===== src/inc/lcfu_pkg.sv =====
package lcfu_pkg;

    typedef enum logic [4:0]
    {
        LCFU_LOGIC = 5'h01,
        LCFU_HALF = 5'h02,
        LCFU_RIPPLE = 5'h04,
        LCFU_RAM = 5'h08,
        LCFU_ROM = 5'h10
    } lcfu_mode_t;

    typedef struct packed
    {
        logic sel;
        logic add_sub_write_enable;
        logic local_set_reset;
        logic ce;
        logic clk;
    } lcfu_ctl_t;

    localparam int CTL_CLK = 0;
    localparam int CTL_CE = 1;
    localparam int CTL_LSR = 2;
    localparam int CTL_ADD_SUB_WRITE_ENABLE = 3;
    localparam int CTL_SEL = 4;
    localparam logic [4:0] CTL_DFLT = 5'h0b;

    localparam logic [11:0] ADDR_CTRL = 12'h000;
    localparam logic [11:0] ADDR_ROUTE = 12'h004;
    localparam logic [11:0] ADDR_SWL = 12'h008;
    localparam logic [11:0] ADDR_STAT = 12'h00c;
    localparam logic [6:0] LUT_PAGE = 7'h01;

    localparam int CTRL_MODE_LSB = 0;
    localparam int CTRL_EN_LSB = 5;
    localparam int CTRL_INV_LSB = 10;
    localparam int CTRL_ASYNC = 15;
    localparam int CTRL_SETV_LSB = 16;
    localparam int CTRL_CEG_LSB = 25;
    localparam int CTRL_LSRG_LSB = 28;
    localparam int ROUTE_F5_LSB = 0;
    localparam int ROUTE_NINTH_RIP = 4;
    localparam int ROUTE_ROM_SYNC = 5;
    localparam int ROUTE_ASWEG_LSB = 6;
    localparam int ROUTE_W = 9;

    localparam logic [31:0] CTRL_RST = 32'h0000_0001;
    localparam logic [8:0] ROUTE_RST = 9'h000;
    localparam logic [31:0] SWL_RST = 32'h0000_0000;
    localparam logic [15:0] LUT_RST = 16'h0000;

    typedef struct packed
    {
        logic [31:0] ctrl;
        logic [ROUTE_W-1:0] route;
        logic [31:0] softwired_table;
        logic [7:0][15:0] lut;
        logic [7:0] q;
        logic q9;
        logic [31:0] rdata;
    } lcfu_state_t;

endpackage


===== src/lcfu_unit.sv =====
`timescale 1ns/1ns
// Functional notes
// - Global active-low set/reset forces every storage element.
// - Local set/reset sync or async, value per element.
// - Select input picks direct data or table outputs.
// - Every control input can be disabled or inverted.
// - Disabled clock enable means always enabled.
// - Disabled local set/reset never sets or clears.
// - Disabled select routes direct data to storage outside RAM and ROM modes.
// - Per-nibble and ninth enables for reset, enable.
// - Logic mode: add/subtract input as extra enable.
// - Ripple, half modes: add/subtract drives ripple control.
// - RAM: write enable, port enables from controls.
// - ROM: synchronous outputs register every cycle, clock input unused.
// - Table output direct, registered, or multiplexed.
// - Only pairs 0/1..6/7 mux, onto even output.
// - Fifth input selects table for 0 or 1.
// - Any mix of four- and five-input tables.
// - Tables can feed other tables internally.
// - Fed-back outputs stay available for output, storage.
// - Half mode: upper nibble logic, lower nibble ripple.
// - Half mode ninth flip-flop general or carry register.
// - Ninth flip-flop takes carry input, drives carry out.
module lcfu_unit
(
    input wire pclk,
    input wire presetn,
    input wire psel,
    input wire penable,
    input wire pwrite,
    input wire [11:0] paddr,
    input wire [31:0] pwdata,
    output logic [31:0] prdata,
    output logic pready,
    output logic pslverr,
    input wire global_set_reset_n,
    input lcfu_pkg::lcfu_ctl_t controls,
    input wire [7:0][3:0] table_inputs,
    input wire [3:0] fifth_input_selects,
    input wire [7:0] din,
    input wire carry_in,
    input wire ripple_carry,
    output logic [7:0] comb_out,
    output logic [7:0] reg_out,
    output logic registered_carry_out,
    output logic ripple_control
);

    lcfu_pkg::lcfu_state_t st_q;
    lcfu_pkg::lcfu_state_t st_d;
    logic [4:0] raw;
    logic [4:0] c;
    logic [4:0] en;
    logic [4:0] inv;
    logic is_logic;
    logic is_half;
    logic is_rip;
    logic is_ram;
    logic is_rom;
    logic mem;
    logic lsr_async;
    logic [8:0] setv;
    logic [2:0] grp_ce;
    logic [2:0] grp_lsr;
    logic [2:0] force_g;
    logic [2:0] cap;
    logic [7:0] lut_out;
    logic [7:0] d_in;
    logic ninth_d;
    logic mem_cap;
    logic ram_we;
    logic mapped;
    logic [31:0] rd_val;

    function automatic logic is_lut(input logic [11:0] a);
        return a[11:5] == lcfu_pkg::LUT_PAGE && a[1:0] == 2'h0;
    endfunction

    assign raw = controls;
    assign en = st_q.ctrl[lcfu_pkg::CTRL_EN_LSB +: 5];
    assign inv = st_q.ctrl[lcfu_pkg::CTRL_INV_LSB +: 5];
    assign lsr_async = st_q.ctrl[lcfu_pkg::CTRL_ASYNC];
    assign setv = st_q.ctrl[lcfu_pkg::CTRL_SETV_LSB +: 9];

    // A disabled control falls back to its neutral level.
    for (genvar i = 0; i < 5; i++)
    begin : g_ctl
        assign c[i] = en[i] ? raw[i] ^ inv[i] : lcfu_pkg::CTL_DFLT[i];
    end

    // Unknown mode codes fall back to logic mode so storage stays usable.
    always_comb
    begin
        is_logic = 1'b0;
        is_half = 1'b0;
        is_rip = 1'b0;
        is_ram = 1'b0;
        is_rom = 1'b0;
        unique case (st_q.ctrl[lcfu_pkg::CTRL_MODE_LSB +: 5])
            lcfu_pkg::LCFU_LOGIC: is_logic = 1'b1;
            lcfu_pkg::LCFU_HALF: is_half = 1'b1;
            lcfu_pkg::LCFU_RIPPLE: is_rip = 1'b1;
            lcfu_pkg::LCFU_RAM: is_ram = 1'b1;
            lcfu_pkg::LCFU_ROM: is_rom = 1'b1;
            default: is_logic = 1'b1;
        endcase
    end

    assign mem = is_ram | is_rom;

    for (genvar g = 0; g < 3; g++)
    begin : g_grp
        assign grp_ce[g] = (~st_q.ctrl[lcfu_pkg::CTRL_CEG_LSB + g] | c[lcfu_pkg::CTL_CE])
            & (~(is_logic & st_q.route[lcfu_pkg::ROUTE_ASWEG_LSB + g])
            | c[lcfu_pkg::CTL_ADD_SUB_WRITE_ENABLE]);
        assign grp_lsr[g] = st_q.ctrl[lcfu_pkg::CTRL_LSRG_LSB + g] & c[lcfu_pkg::CTL_LSR]
            & ~mem;
        assign force_g[g] = ~global_set_reset_n | (grp_lsr[g] & lsr_async);
        assign cap[g] = c[lcfu_pkg::CTL_CLK] & grp_ce[g] & ~mem;
    end

    // Feedback may only come from a lower-numbered table, which keeps the
    // network free of combinational loops while still allowing chains through all eight tables.
    always_comb
    begin
        logic [3:0] a;
        logic ok;
        a = 4'h0;
        ok = 1'b0;
        lut_out = 8'h00;
        for (int k = 0; k < 8; k++)
        begin
            a = table_inputs[k];
            ok = st_q.softwired_table[k*4+3] && (st_q.softwired_table[k*4 +: 3] < 3'(k))
                && (is_logic || (is_half && k >= 4));
            if (ok)
            begin
                a[0] = lut_out[st_q.softwired_table[k*4 +: 3]];
            end
            lut_out[k] = st_q.lut[k][a];
        end
    end

    for (genvar p = 0; p < 4; p++)
    begin : g_f5
        logic f5_ok;
        assign f5_ok = st_q.route[lcfu_pkg::ROUTE_F5_LSB + p]
            & (is_logic | (is_half & (p >= 2)));
        assign comb_out[2*p] = (f5_ok & fifth_input_selects[p]) ? lut_out[2*p+1]
            : lut_out[2*p];
        assign comb_out[2*p+1] = lut_out[2*p+1];
    end

    assign d_in = (c[lcfu_pkg::CTL_SEL] | mem) ? comb_out : din;
    assign ninth_d = (is_rip | (is_half & st_q.route[lcfu_pkg::ROUTE_NINTH_RIP]))
        ? ripple_carry : carry_in;
    assign mem_cap = is_ram ? c[lcfu_pkg::CTL_LSR] & c[lcfu_pkg::CTL_CLK]
        : is_rom & st_q.route[lcfu_pkg::ROUTE_ROM_SYNC];
    assign ram_we = is_ram & c[lcfu_pkg::CTL_ADD_SUB_WRITE_ENABLE] & c[lcfu_pkg::CTL_CE]
        & c[lcfu_pkg::CTL_CLK];
    assign ripple_control = (is_half | is_rip) & c[lcfu_pkg::CTL_ADD_SUB_WRITE_ENABLE];

    assign mapped = is_lut(paddr) || paddr == lcfu_pkg::ADDR_CTRL
        || paddr == lcfu_pkg::ADDR_ROUTE || paddr == lcfu_pkg::ADDR_SWL
        || paddr == lcfu_pkg::ADDR_STAT;

    always_comb
    begin
        rd_val = 32'h0000_0000;
        if (is_lut(paddr))
        begin
            rd_val = {16'h0000, st_q.lut[paddr[4:2]]};
        end
        else if (paddr == lcfu_pkg::ADDR_CTRL)
        begin
            rd_val = st_q.ctrl;
        end
        else if (paddr == lcfu_pkg::ADDR_ROUTE)
        begin
            rd_val = {23'h000000, st_q.route};
        end
        else if (paddr == lcfu_pkg::ADDR_SWL)
        begin
            rd_val = st_q.softwired_table;
        end
        else if (paddr == lcfu_pkg::ADDR_STAT)
        begin
            rd_val = {22'h000000, ripple_control, registered_carry_out, reg_out};
        end
    end

    always_comb
    begin
        st_d = st_q;
        if (psel && !penable)
        begin
            st_d.rdata = rd_val;
        end
        if (psel && penable && pwrite)
        begin
            if (is_lut(paddr))
            begin
                st_d.lut[paddr[4:2]] = pwdata[15:0];
            end
            else if (paddr == lcfu_pkg::ADDR_CTRL)
            begin
                st_d.ctrl = pwdata;
            end
            else if (paddr == lcfu_pkg::ADDR_ROUTE)
            begin
                st_d.route = pwdata[lcfu_pkg::ROUTE_W-1:0];
            end
            else if (paddr == lcfu_pkg::ADDR_SWL)
            begin
                st_d.softwired_table = pwdata;
            end
        end
        // Memory writes land after the bus so a clash leaves the user's data.
        if (ram_we)
        begin
            for (int b = 0; b < 4; b++)
            begin
                st_d.lut[{fifth_input_selects[0], 2'(b)}][din[7:4]] = din[b];
            end
        end
        for (int i = 0; i < 8; i++)
        begin
            if (force_g[i/4])
            begin
                st_d.q[i] = setv[i];
            end
            else if (grp_lsr[i/4] && c[lcfu_pkg::CTL_CLK])
            begin
                st_d.q[i] = setv[i];
            end
            else if (cap[i/4] || mem_cap)
            begin
                st_d.q[i] = d_in[i];
            end
        end
        if (force_g[2])
        begin
            st_d.q9 = setv[8];
        end
        else if (grp_lsr[2] && c[lcfu_pkg::CTL_CLK])
        begin
            st_d.q9 = setv[8];
        end
        else if (cap[2])
        begin
            st_d.q9 = ninth_d;
        end
    end

    always_ff @(posedge pclk or negedge presetn)
    begin
        if (!presetn)
        begin
            st_q.ctrl <= lcfu_pkg::CTRL_RST;
            st_q.route <= lcfu_pkg::ROUTE_RST;
            st_q.softwired_table <= lcfu_pkg::SWL_RST;
            st_q.lut <= {8{lcfu_pkg::LUT_RST}};
            st_q.q <= 8'h00;
            st_q.q9 <= 1'b0;
            st_q.rdata <= 32'h0000_0000;
        end
        else
        begin
            st_q <= st_d;
        end
    end

    // The override path makes a set or clear visible without waiting for a clock.
    for (genvar i = 0; i < 8; i++)
    begin : g_out
        assign reg_out[i] = force_g[i/4] ? setv[i] : st_q.q[i];
    end
    assign registered_carry_out = force_g[2] ? setv[8] : st_q.q9;

    assign prdata = st_q.rdata;
    assign pready = 1'b1;
    assign pslverr = psel & penable & ~mapped;
endmodule


===== config.mk =====
export PLATFORM = sky130hd
export DESIGN_NAME = lcfu_unit
export DESIGN_NICKNAME = d
export VERILOG_FILES = /design/src/inc/lcfu_pkg.sv /design/src/lcfu_unit.sv
export SDC_FILE = /design/constraint.sdc
export NUM_CORES = 1
export LEC_CHECK = 0
export ABC_AREA = 0
export BUFFER_PORTS_ARGS = -buffer_cell sky130_fd_sc_hd__buf_2
export CAP_MARGIN = 0
export CORE_MARGIN = 3
export CORE_UTILIZATION = 54
export CTS_CLUSTER_SIZE = 16
export DETAILED_ROUTE_END_ITERATION = 12
export GPL_TIMING_DRIVEN = 0
export PLACE_DENSITY_LB_ADDON = 0.1
export SYNTH_ARGS = -nofsm -noshare
export SYNTH_HDL_FRONTEND = slang
export SYNTH_SLANG_ARGS = --single-unit

===== constraint.sdc =====
create_clock -name pclk -period 6.1 [get_ports pclk]
set_input_delay 0.305 -clock pclk [delete_from_list [all_inputs] [get_ports pclk]]
set_output_delay 0.305 -clock pclk [all_outputs]
set_load 0.01 [all_outputs]

# ---- Word level (Yosys, flattened, before mapping)
# Memories as Yosys holds them, arrays and structs flattened.
# Index checks and enable logic that the tools add are counted.
dict set report classes {
  eq_ne 8
  muxes 119
  n_lt_le_gt_ge 36
  reduce_logical 46
  n_bitwise 69
}
# cell n
set op_table {}
lappend op_table {{bitwise mux 128 bit} 5}
lappend op_table {{two-way mux 128 bit} 3}
lappend op_table {{two-way mux 32 bit} 4}
lappend op_table {{two-way mux 16 bit} 6}
lappend op_table {{two-way mux 1 bit} 77}
lappend op_table {{demux 16 bit (select 1 bit)} 4}
lappend op_table {{< comparator 3 x 4 -> 1 bit (second input constant)} 13}
lappend op_table {{binary-select mux 16 bit (select 3 bit)} 1}
lappend op_table {{demux 16 bit (select 3 bit)} 1}
lappend op_table {{< comparator 4 x 5 -> 1 bit (second input constant)} 9}
lappend op_table {{bitwise AND 1 bit} 38}
lappend op_table {{binary-select mux 1 bit (select 4 bit)} 8}
lappend op_table {{logical AND 1 bit} 29}
lappend op_table {{equality test 12 x 4 -> 1 bit (second input constant)} 2}
lappend op_table {{binary-select mux 1 bit (select 3 bit)} 7}
lappend op_table {{>= comparator 3 x 1 -> 1 bit (second input constant)} 5}
lappend op_table {{bitwise OR 1 bit} 14}
lappend op_table {{equality test 12 x 3 -> 1 bit (second input constant)} 1}
lappend op_table {{logical NOT 12 bit} 1}
lappend op_table {{< comparator 3 bit (second input constant)} 4}
lappend op_table {{inverter 1 bit} 12}
lappend op_table {{two-way mux 10 bit} 1}
lappend op_table {{nonzero test 3 bit} 3}
lappend op_table {{two-way mux 8 bit} 1}
lappend op_table {{17 further kinds} 29}
dict set report totals {
  output_inout_bits 52
  register_bits 242
  mem_count 1
  elab_cells 294
  mem_bits_ro 8
}
# name words width read_ports rd_clocked_by_memory_dff wr line_no
set mem_list {}
lappend mem_list {{(no name shown)} 8 1 1 0 0 lcfu_unit.sv:138} ;# a[0] = lut_out[st_q.softwired_table[k*4 +: 3]];

# ---- Depth between registers and ports, before layout
# Gate-level depths: netlist (run 1).
dict set report logic_depth {
  word_depth 47
  depth_mapped 27
  ltp_nobuf 24
}

# ---- Worst setup path before layout (run 1)
# No wires, ideal clock.
dict set report synth_timing {
  kind {register to output}
  from {register st_q[214] (netlist bit)}
  to {output port comb_out[6]}
  path_slack_ps -208
  arrival_time_ps 6003
  path_buffers 3
  required_time_ps 5795
  path_stages_with_launch 28
  path_cell_list {dfrtp_1 > buf_4 > xor2_1 > a211o_1 > buf_2 > a21oi_1 > a311oi_1 > a2111oi_2 > nand4_2 > inv_2 > buf_6 > mux2i_1 > a2111o_1 > nand2_1 > mux2i_2 > a21boi_2 > a21o_1 > a221o_1 > a21o_1 > a31oi_4 > o22ai_2 > mux2_1 > o211a_1 > o2111ai_2 > mux2i_1 > o22ai_1 > a311o_1 > mux2i_1}
}
dict set report synth_between {
  elab_chain_len 43
  word_cells_on_any_way 58
  cone_classes {4 x eq/ne; 41 x mux; 3 x bitwise; 10 x reduce/logical}
}
# element line_no
set synth_rtl {}
lappend synth_rtl {{start, declared} lcfu_unit.sv:49} ;# lcfu_pkg::lcfu_state_t st_q;
lappend synth_rtl {{start signal, assigned} lcfu_unit.sv:269} ;# st_q <= st_d;
lappend synth_rtl {{equality test 5 bit (tied with other cells)} lcfu_unit.sv:99} ;# unique case (st_q.ctrl[lcfu_pkg::CTRL_MODE_LSB +: 5])
lappend synth_rtl {{OR reduction 4 bit (no line) (*)} --}
lappend synth_rtl {{two-way mux 1 bit (*)} lcfu_unit.sv:99}
lappend synth_rtl {{logical AND 1 bit} lcfu_unit.sv:135} ;# && (is_logic || (is_half && k >= 4));
lappend synth_rtl {{two-way mux 1 bit} lcfu_unit.sv:136} ;# if (ok)
lappend synth_rtl {{binary-select mux 1 bit (select 4 bit)} lcfu_unit.sv:140} ;# lut_out[k] = st_q.lut[k][a];
lappend synth_rtl {{two-way mux 1 bit (implied by the code)} lcfu_unit.sv:140}
lappend synth_rtl {{binary-select mux 1 bit (select 3 bit)} lcfu_unit.sv:138}
lappend synth_rtl {{(+4 left out)} --}
lappend synth_rtl {{net comb_out[1]} lcfu_unit.sv:43} ;# output logic [7:0] comb_out,
lappend synth_rtl {{(+10 left out)} --}
lappend synth_rtl {{net comb_out[3]} lcfu_unit.sv:43}
lappend synth_rtl {{(+13 left out)} --}
lappend synth_rtl {{binary-select mux 1 bit (select 4 bit)} lcfu_unit.sv:140}
lappend synth_rtl {{two-way mux 1 bit (implied by the code)} lcfu_unit.sv:140}
lappend synth_rtl {{binary-select mux 1 bit (select 3 bit)} lcfu_unit.sv:138}
lappend synth_rtl {{two-way mux 1 bit (implied by the code)} lcfu_unit.sv:138}
lappend synth_rtl {{two-way mux 1 bit} lcfu_unit.sv:136}
lappend synth_rtl {{binary-select mux 1 bit (select 4 bit)} lcfu_unit.sv:140}
lappend synth_rtl {{two-way mux 1 bit (implied by the code)} lcfu_unit.sv:140}
lappend synth_rtl {{two-way mux 1 bit (*)} lcfu_unit.sv:149} ;# assign comb_out[2*p] = (f5_ok & fifth_input_selects[p]) ? lut_out[2*p+1]
lappend synth_rtl {{end, declared} lcfu_unit.sv:43}
# Mark *: on every way through the listed nets, which the timed path passes. The rest lies on a longest branch. The select of a mux whose other input is x is not followed.

# ---- Worst setup path in the final report (run 1)
dict set report layout_timing {
  from {register st_q[42] (netlist bit)}
  to {output port comb_out[6]}
}
dict set report layout_between {
  elab_chain_len 38
}
# element line_no
set layout_rtl {}
lappend layout_rtl {{binary-select mux 1 bit (select 4 bit) (*)} lcfu_unit.sv:140}
lappend layout_rtl {{two-way mux 1 bit (implied by the code) (*)} lcfu_unit.sv:140}
lappend layout_rtl {{binary-select mux 1 bit (select 3 bit)} lcfu_unit.sv:138}
lappend layout_rtl {{two-way mux 1 bit (implied by the code)} lcfu_unit.sv:138}
lappend layout_rtl {{two-way mux 1 bit} lcfu_unit.sv:136}
lappend layout_rtl {{binary-select mux 1 bit (select 4 bit)} lcfu_unit.sv:140}
lappend layout_rtl {{two-way mux 1 bit (implied by the code)} lcfu_unit.sv:140}
lappend layout_rtl {{binary-select mux 1 bit (select 3 bit)} lcfu_unit.sv:138}
lappend layout_rtl {{(+22 left out)} --}
lappend layout_rtl {{binary-select mux 1 bit (select 4 bit)} lcfu_unit.sv:140}
lappend layout_rtl {{two-way mux 1 bit (implied by the code)} lcfu_unit.sv:140}
lappend layout_rtl {{binary-select mux 1 bit (select 3 bit)} lcfu_unit.sv:138}
lappend layout_rtl {{two-way mux 1 bit (implied by the code)} lcfu_unit.sv:138}
lappend layout_rtl {{two-way mux 1 bit} lcfu_unit.sv:136}
lappend layout_rtl {{binary-select mux 1 bit (select 4 bit)} lcfu_unit.sv:140}
lappend layout_rtl {{two-way mux 1 bit (implied by the code)} lcfu_unit.sv:140}
lappend layout_rtl {{two-way mux 1 bit (*)} lcfu_unit.sv:149}
# Mark *: on every way between the ends. The rest lies on a longest branch, timed or not. The select of a mux whose other input is x is not followed.

==> results.ini, run 1 <==
[worst_setup_path]
r2r_cells=26
worstSetupPathType=reg -> out
endpoint=comb_out[6]
critPathSlowestCell=mux4_2
arrival_ns=7.02
r2r-end=st_q[40]$_DFFE_PN0P_
critPathMaxStageDelay_ns=0.51
worst_ep_required_time_ns=5.79
worstPathMaxFanout=8
startpoint=st_q[42]$_DFF_PN0_
start_kind=register
cp-end-kind=output pin
r2r_setup_slack_ns=-0.59
r2r-start=st_q[42]$_DFF_PN0_

[global_route]
overflow=0
grt_usage=0.3510
grt_max_degree=112
grt_pass1_vias=12860
antenna_found_initial=2
grt_pass1_wl_um=80190

[cts]
cts_tree=done
h-tree-depth=1
clockBufferDepth=3
cts_buffers=27
clock_sinks=242
cts_root_buffer=clkbuf_16
cts.clk_slew.worst_paths_ns=0.06
clk-insertion-delay-late_ns=0.54

[route]
first_pass_iters=8
post_drt_wl_per_cell_um=25.68
initialDrtViolationCount=1542
drcViolationCount=0
vias=13440
via_per_inst=6.434
drt_wl_total_um=53650
final_antenna_net_count=0

[synthesis]
syn_nets=1602
synthArstFlopShare=1.000
netlist_area_mm2=0.01504
synth_cells=1501
avgSynthCellArea_um2=10.02
ys_ff_latch=242
synth_flop_cell=dfrtp_1
ys_warn_count=0
synth_edf_count=0
yosysUniqueCellTypes=82
seq_area_frac_synth=0.4028

[layout]
drive_gt1_frac=0.2568
antenna_cells=0
nFillCells=2322
seq_area_mm2=0.006057
finish.utilization=0.6485
nets=1801
stdcell_count=2089
multi_input_area_mm2=0.008489
area_delta_synth_final_pct=17.19
design_area_mm2=0.01762

[hold_path]
min_path_type=in -> reg

[sta]
fmax_mhz=136.5
finalHoldViolCount=0
rsz0062_at_grt=true
setup_ws_ns=-1.225
slew_violations=0
slew_headroom=0.2104
finalCriticalPeriod_ns=7.325
fin_skew_ns=0.01174
min_period_over_period=1.201
tightest_slew_ns=1.180
tns_ns=-3.352
setup_viol=5

[die]
rows=60
ios=153
dieHeight_um=172.9
dieArea_mm2=0.02989
core_area_mm2=0.02718
initial_core_util=0.5534
dieWidth_um=172.9

[power_and_ir_drop]
leakage_nw=7.938
peakVddDrop_mv=0.1607
powerDensity_mw_per_mm2=204.3

[job]
drv_cap=0

[placed_design]
port_buffers=134
hpwlAfterDp_um=40170
place_congestion=0.9944
dpl_cell_area_mm2=0.01634
dpl.cell_count=2011

[run_status]
violations=setup timing
outcome=finished, violations left

[repair_timing]
action                                  CTS  global route
pin swaps                                17             7
endpoints found under the setup margin    7             5
gates resized for setup                  26            11
hold buffers                              6             0
cloned                                    0             0
buffers inserted                         20             5
endpoints found under the hold margin    72             0
[final cells by class]
class	count	share of cell area
multi-input combinational	1107	0.4817
sequential	242	0.3437
timing repair buffer	170	0.05758
clock buffer	35	0.04175
buffer	130	0.03734
tap	372	0.02641
clock inverter	11	0.006816
inverter	22	0.004686
[power by group]
part           leakage (nW)  internal, mW  switching [mW]  total [mW]
Clock                 0.413         0.932           0.682        1.61
Sequential             3.35          1.62          0.0123        1.63
Combinational          4.18         0.121           0.236       0.357
Total                  7.94          2.67           0.930        3.60
[routing by layer]
layer  GRT usage  wire length (um)  vias up
li1            -                 -     5885
met1      0.4755             21290     6594
met2      0.5388             23720      797
met3     0.08147              5586      165
met4      0.1642              3052        0
met5           0                 0        -
[synthesized netlist by cell type, types with 3 or more instances]
cell       number  area (um2)
a211o_1         5       43.79
mux4_2         52        1171
nand3_1        23       115.1
buf_2           4       20.02
nor4b_1         3       26.28
clkbuf_1       73       274.0
mux2_2         96        1081
nor3_1         17       85.08
or3_1           5       31.28
mux2i_1       173        1732
o221ai_1        3       26.28
a21oi_1        24       120.1
a31oi_1         8       50.05
xor2_1          6       52.55
nor2_1         85       319.1
o21ai_0       198       991.0
a2111oi_0       3       26.28
a22o_1          4       35.03
nor4_1          4       25.02
a21o_1          8       60.06
dfrtp_1       241        6031
nand2_1       209       784.5
a22oi_1        24       180.2
a41o_1          9       90.09
nand3b_1       12       90.09
and3_1          4       25.02
buf_4          34       255.2
o211ai_1        9       67.56
a221o_1         9       90.09
buf_1          18       67.56
nand2b_1       16       100.1
nand4_1         4       25.02
and2_1         11       68.82
a211oi_1        4       30.03
nor2b_1        10       62.56
o211a_1         4       40.04
or3b_2          3       26.28
a221oi_1       12       105.1
xnor2_1         3       26.28
inv_1          20       75.07
[stage by stage]
stage	power, mW	setup slack, ns	hold slack (ns)
2_1_floorplan	1.814	0.01236	0.009409
3_3_place_gp	1.978	-1.659	0.4574
5_1_grt	3.690	-1.496	0.01375
3_5_place_dp	1.987	-1.719	0.2845
6_report	3.600	-1.225	0.01576
4_1_cts	3.599	-1.131	0.002508
[kinds of logic (layout without fill, tap and decap cells)]
kind of cell    Yosys count  count (layout)  synth area share
mux                     324             324            0.2676
xor+xnor                  9               9          0.005242
other cells               1               1         0.0002494
simple gates            417             417            0.1253
compound gates          356             356            0.1516
buf+inv                 152             368           0.04726
flops                   242             242            0.4028
[flip-flops by register name, summed over array words and instances (netlist names)]
| name | flops |
|---|---|
| inv | 5 |
| lsr_async | 1 |
| prdata | 32 |
| st_q | 190 |
| setv | 9 |
| en | 5 |
[worst min path at each step]
stage / from / end / slack, ns / cells past startpoint
after global routing: pwdata[20] / setv[4]$_DFFE_PN0P_ / 0.01 / 2
after global placement: st_q[36]$_DFFE_PN0P_ / st_q[36]$_DFFE_PN0P_ / 0.46 / 2
final: pwdata[25] / st_q[194]$_DFFE_PN0P_ / 0.02 / 2
after floorplan: presetn / en[0]$_DFFE_PN0P_ / 0.009 / 0
after CTS: pwdata[17] / st_q[186]$_DFFE_PN0P_ / 0.003 / 2
after detailed placement: presetn / prdata[14]$_DFFE_PN0P_ / 0.28 / 1
[layout by cell type (no fill, tap or decap), drive strengths merged, types with 4 or more instances in the layout]
master | Yosys | layout
nor3 | 17 | 17
a41o | 9 | 9
or3 | 6 | 6
clkbuf | 73 | 108
nand2b | 16 | 16
a21oi | 26 | 26
o21ai | 200 | 200
nand3 | 23 | 23
a31oi | 9 | 9
a21o | 8 | 8
nand3b | 12 | 12
and3 | 4 | 4
mux4 | 52 | 52
mux2 | 98 | 98
nand2 | 209 | 209
dlygate4sd3 | 0 | 6
a2111oi | 4 | 4
clkinv | 1 | 7
a221oi | 12 | 12
o221ai | 4 | 4
nor4 | 4 | 4
a211oi | 5 | 5
inv | 21 | 21
buf | 57 | 221
a22oi | 24 | 24
o211a | 4 | 4
a22o | 4 | 4
nand4 | 5 | 5
o211ai | 9 | 9
nor2b | 10 | 10
xor2 | 6 | 6
mux2i | 174 | 174
and2 | 11 | 11
a211o | 5 | 5
dfrtp | 241 | 241
a221o | 9 | 9
nor2 | 86 | 86
[critical path: cells and delay by family (launching register included)]
kind | cells | cell delay [ns]
DFF | 1 | 0.43
AOI/OAI and AO/OA | 15 | 3.43
buffers and inverters | 3 | 0.43
muxes | 6 | 1.78
and+or+nand+nor | 2 | 0.40
(Power assumes the default switching activity.)
==> run 2, diff against run 1 <==
CORE_UTILIZATION = 55   (was 54)
clock period = 7.25 ns   (was 6.1 ns; I/O delays follow)
==> results.ini, run 2 (synthesis gave the netlist of run 1 again) <==
[route]
final_antenna_net_count=0
vias=13510
initialDrtViolationCount=1522
drcViolationCount=0
first_pass_iters=5
drt_wl_total_um=54860
post_drt_wl_per_cell_um=26.72
via_per_inst=6.581

[power_and_ir_drop]
peakVddDrop_mv=0.1612
powerDensity_mw_per_mm2=182.5
leakage_nw=8.039

[die]
dieArea_mm2=0.02936
dieHeight_um=171.4
rows=59
ios=153
dieWidth_um=171.4
core_area_mm2=0.02643
initial_core_util=0.5690

[layout]
area_delta_synth_final_pct=18.20
largest_reg_flops=190
drive_gt1_frac=0.2638
final_common_cell=dfrtp_1
mostFrequentLayoutCells=dfrtp_1, nand2_1, o21ai_0
largest_register=st_q
finish.utilization=0.6726
nets=1800

[run_status]
violations=setup timing
outcome=finished, violations left

[worst_setup_path]
r2r-start=st_q[54]$_DFF_PN0_
critPathSlowestCell=mux4_2
worst_ep_required_time_ns=6.89
cp-end-kind=output pin
start_kind=register
arrival_ns=7.01
critPathMaxStageDelay_ns=0.54
r2r_setup_slack_ns=0.56
worstPathMaxFanout=6
crit_cells=27
worstSetupPathType=reg -> out
r2r_cells=27
r2r-end=st_q[40]$_DFFE_PN0P_
path_buf_inv=4
crit_family=compound AO/OA/AOI/OAI gates

[global_route]
grt_max_degree=117
grt_pass1_wl_um=80160
grt_pass1_vias=12930
grt_usage=0.3668
overflow=0
antenna_found_initial=2

[cts]
clockBufferDepth=3
clock_sinks=242
cts.clk_slew.worst_paths_ns=0.06
h-tree-depth=1
cts_buffers=27
cts_tree=done
cts_root_buffer=clkbuf_16
clk-insertion-delay-late_ns=0.54

[sta]
tns_ns=-0.2166
setup_viol=2
fin_skew_ns=0.01122
rsz0062_at_grt=true
slew_violations=0
fmax_mhz=135.6
setup_ws_ns=-0.1258
finalCriticalPeriod_ns=7.376
min_period_over_period=1.017
tightest_slew_ns=1.278
slew_headroom=0.1415
finalHoldViolCount=0

[job]
drv_cap=0

[hold_path]
min_path_type=in -> reg
holdPathEnd=st_q[238]$_DFFE_PN0P_
min_from=pwdata[28]
hold_path_depth=3

[placed_design]
port_buffers=134
hpwlAfterDp_um=40270
place_congestion=0.9964

[run 2: cell types whose count changed in the layout (fill, tap and decap cells not counted), moves of 4 or more]
cell / previous run / this run
clkbuf_8: 3 / 7
bufinv_16: 2 / 7
buf_4: 58 / 64
dlygate4sd3_1: 6 / 1
[run 2: tightest hold or removal path, delay by kind of cell]
kind	cells	cell delay, ns
AO/OA/AOI/OAI	1	0.05
buffers and inverters	1	0.10
AND/OR/NAND/NOR	1	0.04
[run 2: through the flow]
| stage | cells | power [mW] | setup slack [ns] | hold WS [ns] | cell area [um2] |
|---|---|---|---|---|---|
| 2_1_floorplan | 1501 | 1.524 | 0.8738 | 0.06691 | 15040 |
| 3_3_place_gp | 1970 | 1.660 | -0.7163 | 0.4573 | 16130 |
| 3_5_place_dp | 1974 | 1.667 | -0.7060 | 0.2781 | 16220 |
| 4_1_cts | 2043 | 3.243 | -0.09433 | 0.04794 | 17640 |
| 5_1_grt | 2052 | 3.322 | -0.3263 | 0.06827 | 17770 |
| 6_report | 2053 | 3.244 | -0.1258 | 0.05812 | 17780 |
[run 2: area by class of cell]
type	instances	area, um2
diodes	1	2.502
plain buffers	130	653.1
clock buffers	36	779.5
clock inverters	11	232.7
fillers	2084	8652
inverters	22	82.58
multi-input cells	1107	8552
flip-flops and latches	242	6057
well taps	335	419.2
repair buffers	169	997.2
[run 2: per-layer routing]
layer / share of wire / vias up / global-route usage
met2: 0.45 / 857 / 0.5746
met5: 0.00020 / - / 0
met4: 0.065 / 2 / 0.1910
met3: 0.10 / 198 / 0.07493
li1: - / 5873 / -
met1: 0.38 / 6581 / 0.4862
[run 2: how the worst max path moves through the flow]
stage | from | end | slack (ns)
6_report | st_q[54]$_DFF_PN0_ | comb_out[6] | -0.13
5_1_grt | st_q[54]$_DFF_PN0_ | comb_out[6] | -0.33
4_1_cts | st_q[214]$_DFFE_PN0P_ | comb_out[6] | -0.09
3_5_place_dp | table_inputs[2] | comb_out[6] | -0.71
3_3_place_gp | table_inputs[2] | comb_out[6] | -0.72
2_1_floorplan | table_inputs[5] | comb_out[6] | 0.87
[run 2: repair_timing]
action / CTS / global route
hold buffers: 1 / 0
gates resized for setup: 51 / 12
setup endpoints to repair: 4 / 2
buffers inserted: 21 / 9
pin swaps: 19 / 17
hold endpoints to repair: 44 / 0
[run 2: where the power goes]
part	switching [mW]	leakage, nW	internal [mW]
clock	0.577	0.496	0.996
sequential	0.0104	3.35	1.36
combinational	0.198	4.20	0.102
==> run 3, diff against run 2 <==
BUFFER_PORTS_ARGS = not set   (was -buffer_cell sky130_fd_sc_hd__buf_2)
DONT_BUFFER_PORTS = 1   (was not set)
REMOVE_ABC_BUFFERS = 1   (was not set)
==> results.ini, run 3 (synthesis gave the netlist of run 1 again) <==
[global_route]
grt_max_degree=243
grt_pass1_wl_um=76520
grt_pass1_vias=11780
overflow=0
grt_usage=0.3481
antenna_found_initial=1

[cts]
clockBufferDepth=3
cts_root_buffer=clkbuf_16
cts_tree=done
h-tree-depth=1
cts_buffers=27
cts.clk_slew.worst_paths_ns=0.06
clk-insertion-delay-late_ns=0.54
clock_sinks=242

[layout]
largest_reg_flops=190
mostFrequentLayoutCells=dfrtp_1, nand2_1, o21ai_0
drive_gt1_frac=0.1968
largest_register=st_q
final_common_cell=dfrtp_1
nets=1578
area_delta_synth_final_pct=11.47
nFillCells=2122
design_area_mm2=0.01676
finish.utilization=0.6343
antenna_cells=0

[die]
dieHeight_um=171.4
rows=59
ios=153
dieArea_mm2=0.02936
initial_core_util=0.5690
dieWidth_um=171.4
core_area_mm2=0.02643

[hold_path]
min_path_type=in -> async

[sta]
fmax_mhz=135.4
fin_skew_ns=0.009709
tightest_slew_ns=1.456
min_period_over_period=1.019
rsz0062_at_grt=true
slew_headroom=0.02644
finalHoldViolCount=2
setup_viol=2
setup_ws_ns=-0.1342
holdWs_ns=-0.01091
slew_violations=0
finalCriticalPeriod_ns=7.384

[worst_setup_path]
r2r_setup_slack_ns=0.41
r2r-start=st_q[49]$_DFF_PN0_
cp-end-kind=output pin
worstPathMaxFanout=7
worst_ep_required_time_ns=6.89
worstSetupPathType=reg -> out
arrival_ns=7.02
r2r_cells=25
r2r-end=st_q[40]$_DFFE_PN0P_
start_kind=register

[route]
initialDrtViolationCount=1306
post_drt_wl_per_cell_um=28.22
first_pass_iters=5
drcViolationCount=0
final_antenna_net_count=0
vias=12410
drt_wl_total_um=51610
via_per_inst=6.782

[run_status]
outcome=finished, violations left
violations=hold timing, setup timing

[job]
drv_cap=0

[placed_design]
dpl_cell_area_mm2=0.01506
port_buffers=0
place_congestion=0.9736
hpwlAfterDp_um=35220

[power_and_ir_drop]
leakage_nw=7.228
peakVddDrop_mv=0.1698
powerDensity_mw_per_mm2=179.8

[run 3: changes by cell type in the layout (fill, tap and decap cells not counted), sizes merged]
| cell | previous run | this run |
|---|---|---|
| inv | 21 | 20 |
| clkbuf | 109 | 38 |
| diode | 1 | 0 |
| dlygate4sd3 | 1 | 33 |
| clkinv | 4 | 6 |
| buf | 225 | 43 |
| bufinv | 7 | 4 |
[run 3: worst max-delay path by stage]
| stage | startpoint | to | slack (ns) |
|---|---|---|---|
| global placement | st_q[214]$_DFFE_PN0P_ | comb_out[6] | -0.50 |
| floorplan | st_q[214]$_DFFE_PN0P_ | comb_out[6] | 0.87 |
| global route | st_q[50]$_DFF_PN0_ | comb_out[6] | -0.26 |
| detailed placement | st_q[214]$_DFFE_PN0P_ | comb_out[6] | -0.56 |
| CTS | st_q[51]$_DFF_PN0_ | comb_out[6] | -0.08 |
| finish | st_q[49]$_DFF_PN0_ | comb_out[6] | -0.13 |
[run 3: layout make-up]
cell class	count	area, um2	area share
well taps	335	419.2	0.02501
inverters	22	87.58	0.005225
repair inverters	1	7.507	0.0004479
multi-input cells	1107	8506	0.5074
clock inverters	8	143.9	0.008584
repair buffers	76	779.5	0.04650
clock buffers	38	757.0	0.04516
flip-flops and latches	242	6062	0.3616
[run 3: power by group]
part / switching (mW) / total [mW] / internal [mW]
logic: 0.129 / 0.217 / 0.0876
registers: 0.00978 / 1.37 / 1.36
clock network: 0.563 / 1.43 / 0.863
[run 3: critical path: stages, from the launching register on]
cell       delay [ns]
dfrtp_1          0.42
mux4_2           0.52
a22o_4           0.29
nor2_4           0.14
a311oi_2         0.12
a2111oi_2        0.40
nand4_2          0.29
clkinv_4         0.21
o21ai_2          0.08
a2111o_1         0.43
nand2_2          0.15
mux2i_2          0.29
o221ai_4         0.16
mux2_4           0.37
a221o_1          0.31
a21o_1           0.19
a31oi_4          0.24
o22ai_4          0.15
mux2_4           0.36
o211a_4          0.27
o2111ai_4        0.11
mux2i_1          0.22
o22ai_1          0.10
a311o_2          0.42
mux2i_4          0.22
[run 3: metal layers]
layer,vias up,share of wire,GRT usage
li1,5434,-,-
met1,6142,0.40,0.4772
met2,693,0.45,0.5345
met3,136,0.093,0.06734
met4,0,0.060,0.1700
met5,-,0,0
[run 3: through the flow]
| step | std cells | hold slack, ns | total power, mW | TNS [ns] | setup slack [ns] |
|---|---|---|---|---|---|
| 6_report | 1829 | -0.01091 | 3.013 | -0.1797 | -0.1342 |
| 5_1_grt | 1829 | 0.02107 | 3.099 | -0.4427 | -0.2602 |
| 4_1_cts | 1822 | 0.01595 | 3.020 | -0.08496 | -0.08496 |
| 3_5_place_dp | 1723 | 0.07414 | 1.517 | -1.239 | -0.5627 |
| 3_3_place_gp | 1706 | 0.07634 | 1.515 | -2.103 | -0.5040 |
| 2_1_floorplan | 1371 | 0.06691 | 1.486 | 0 | 0.8687 |
[run 3: repair_timing]
item / 4_1_cts / 5_1_grt
buffers inserted: 14 / 7
endpoints found under the hold margin: 444 / 0
pin swaps: 15 / 14
cloned: 1 / 0
gates resized for setup: 38 / 11
hold buffers: 38 / 0
endpoints found under the setup margin: 4 / 2
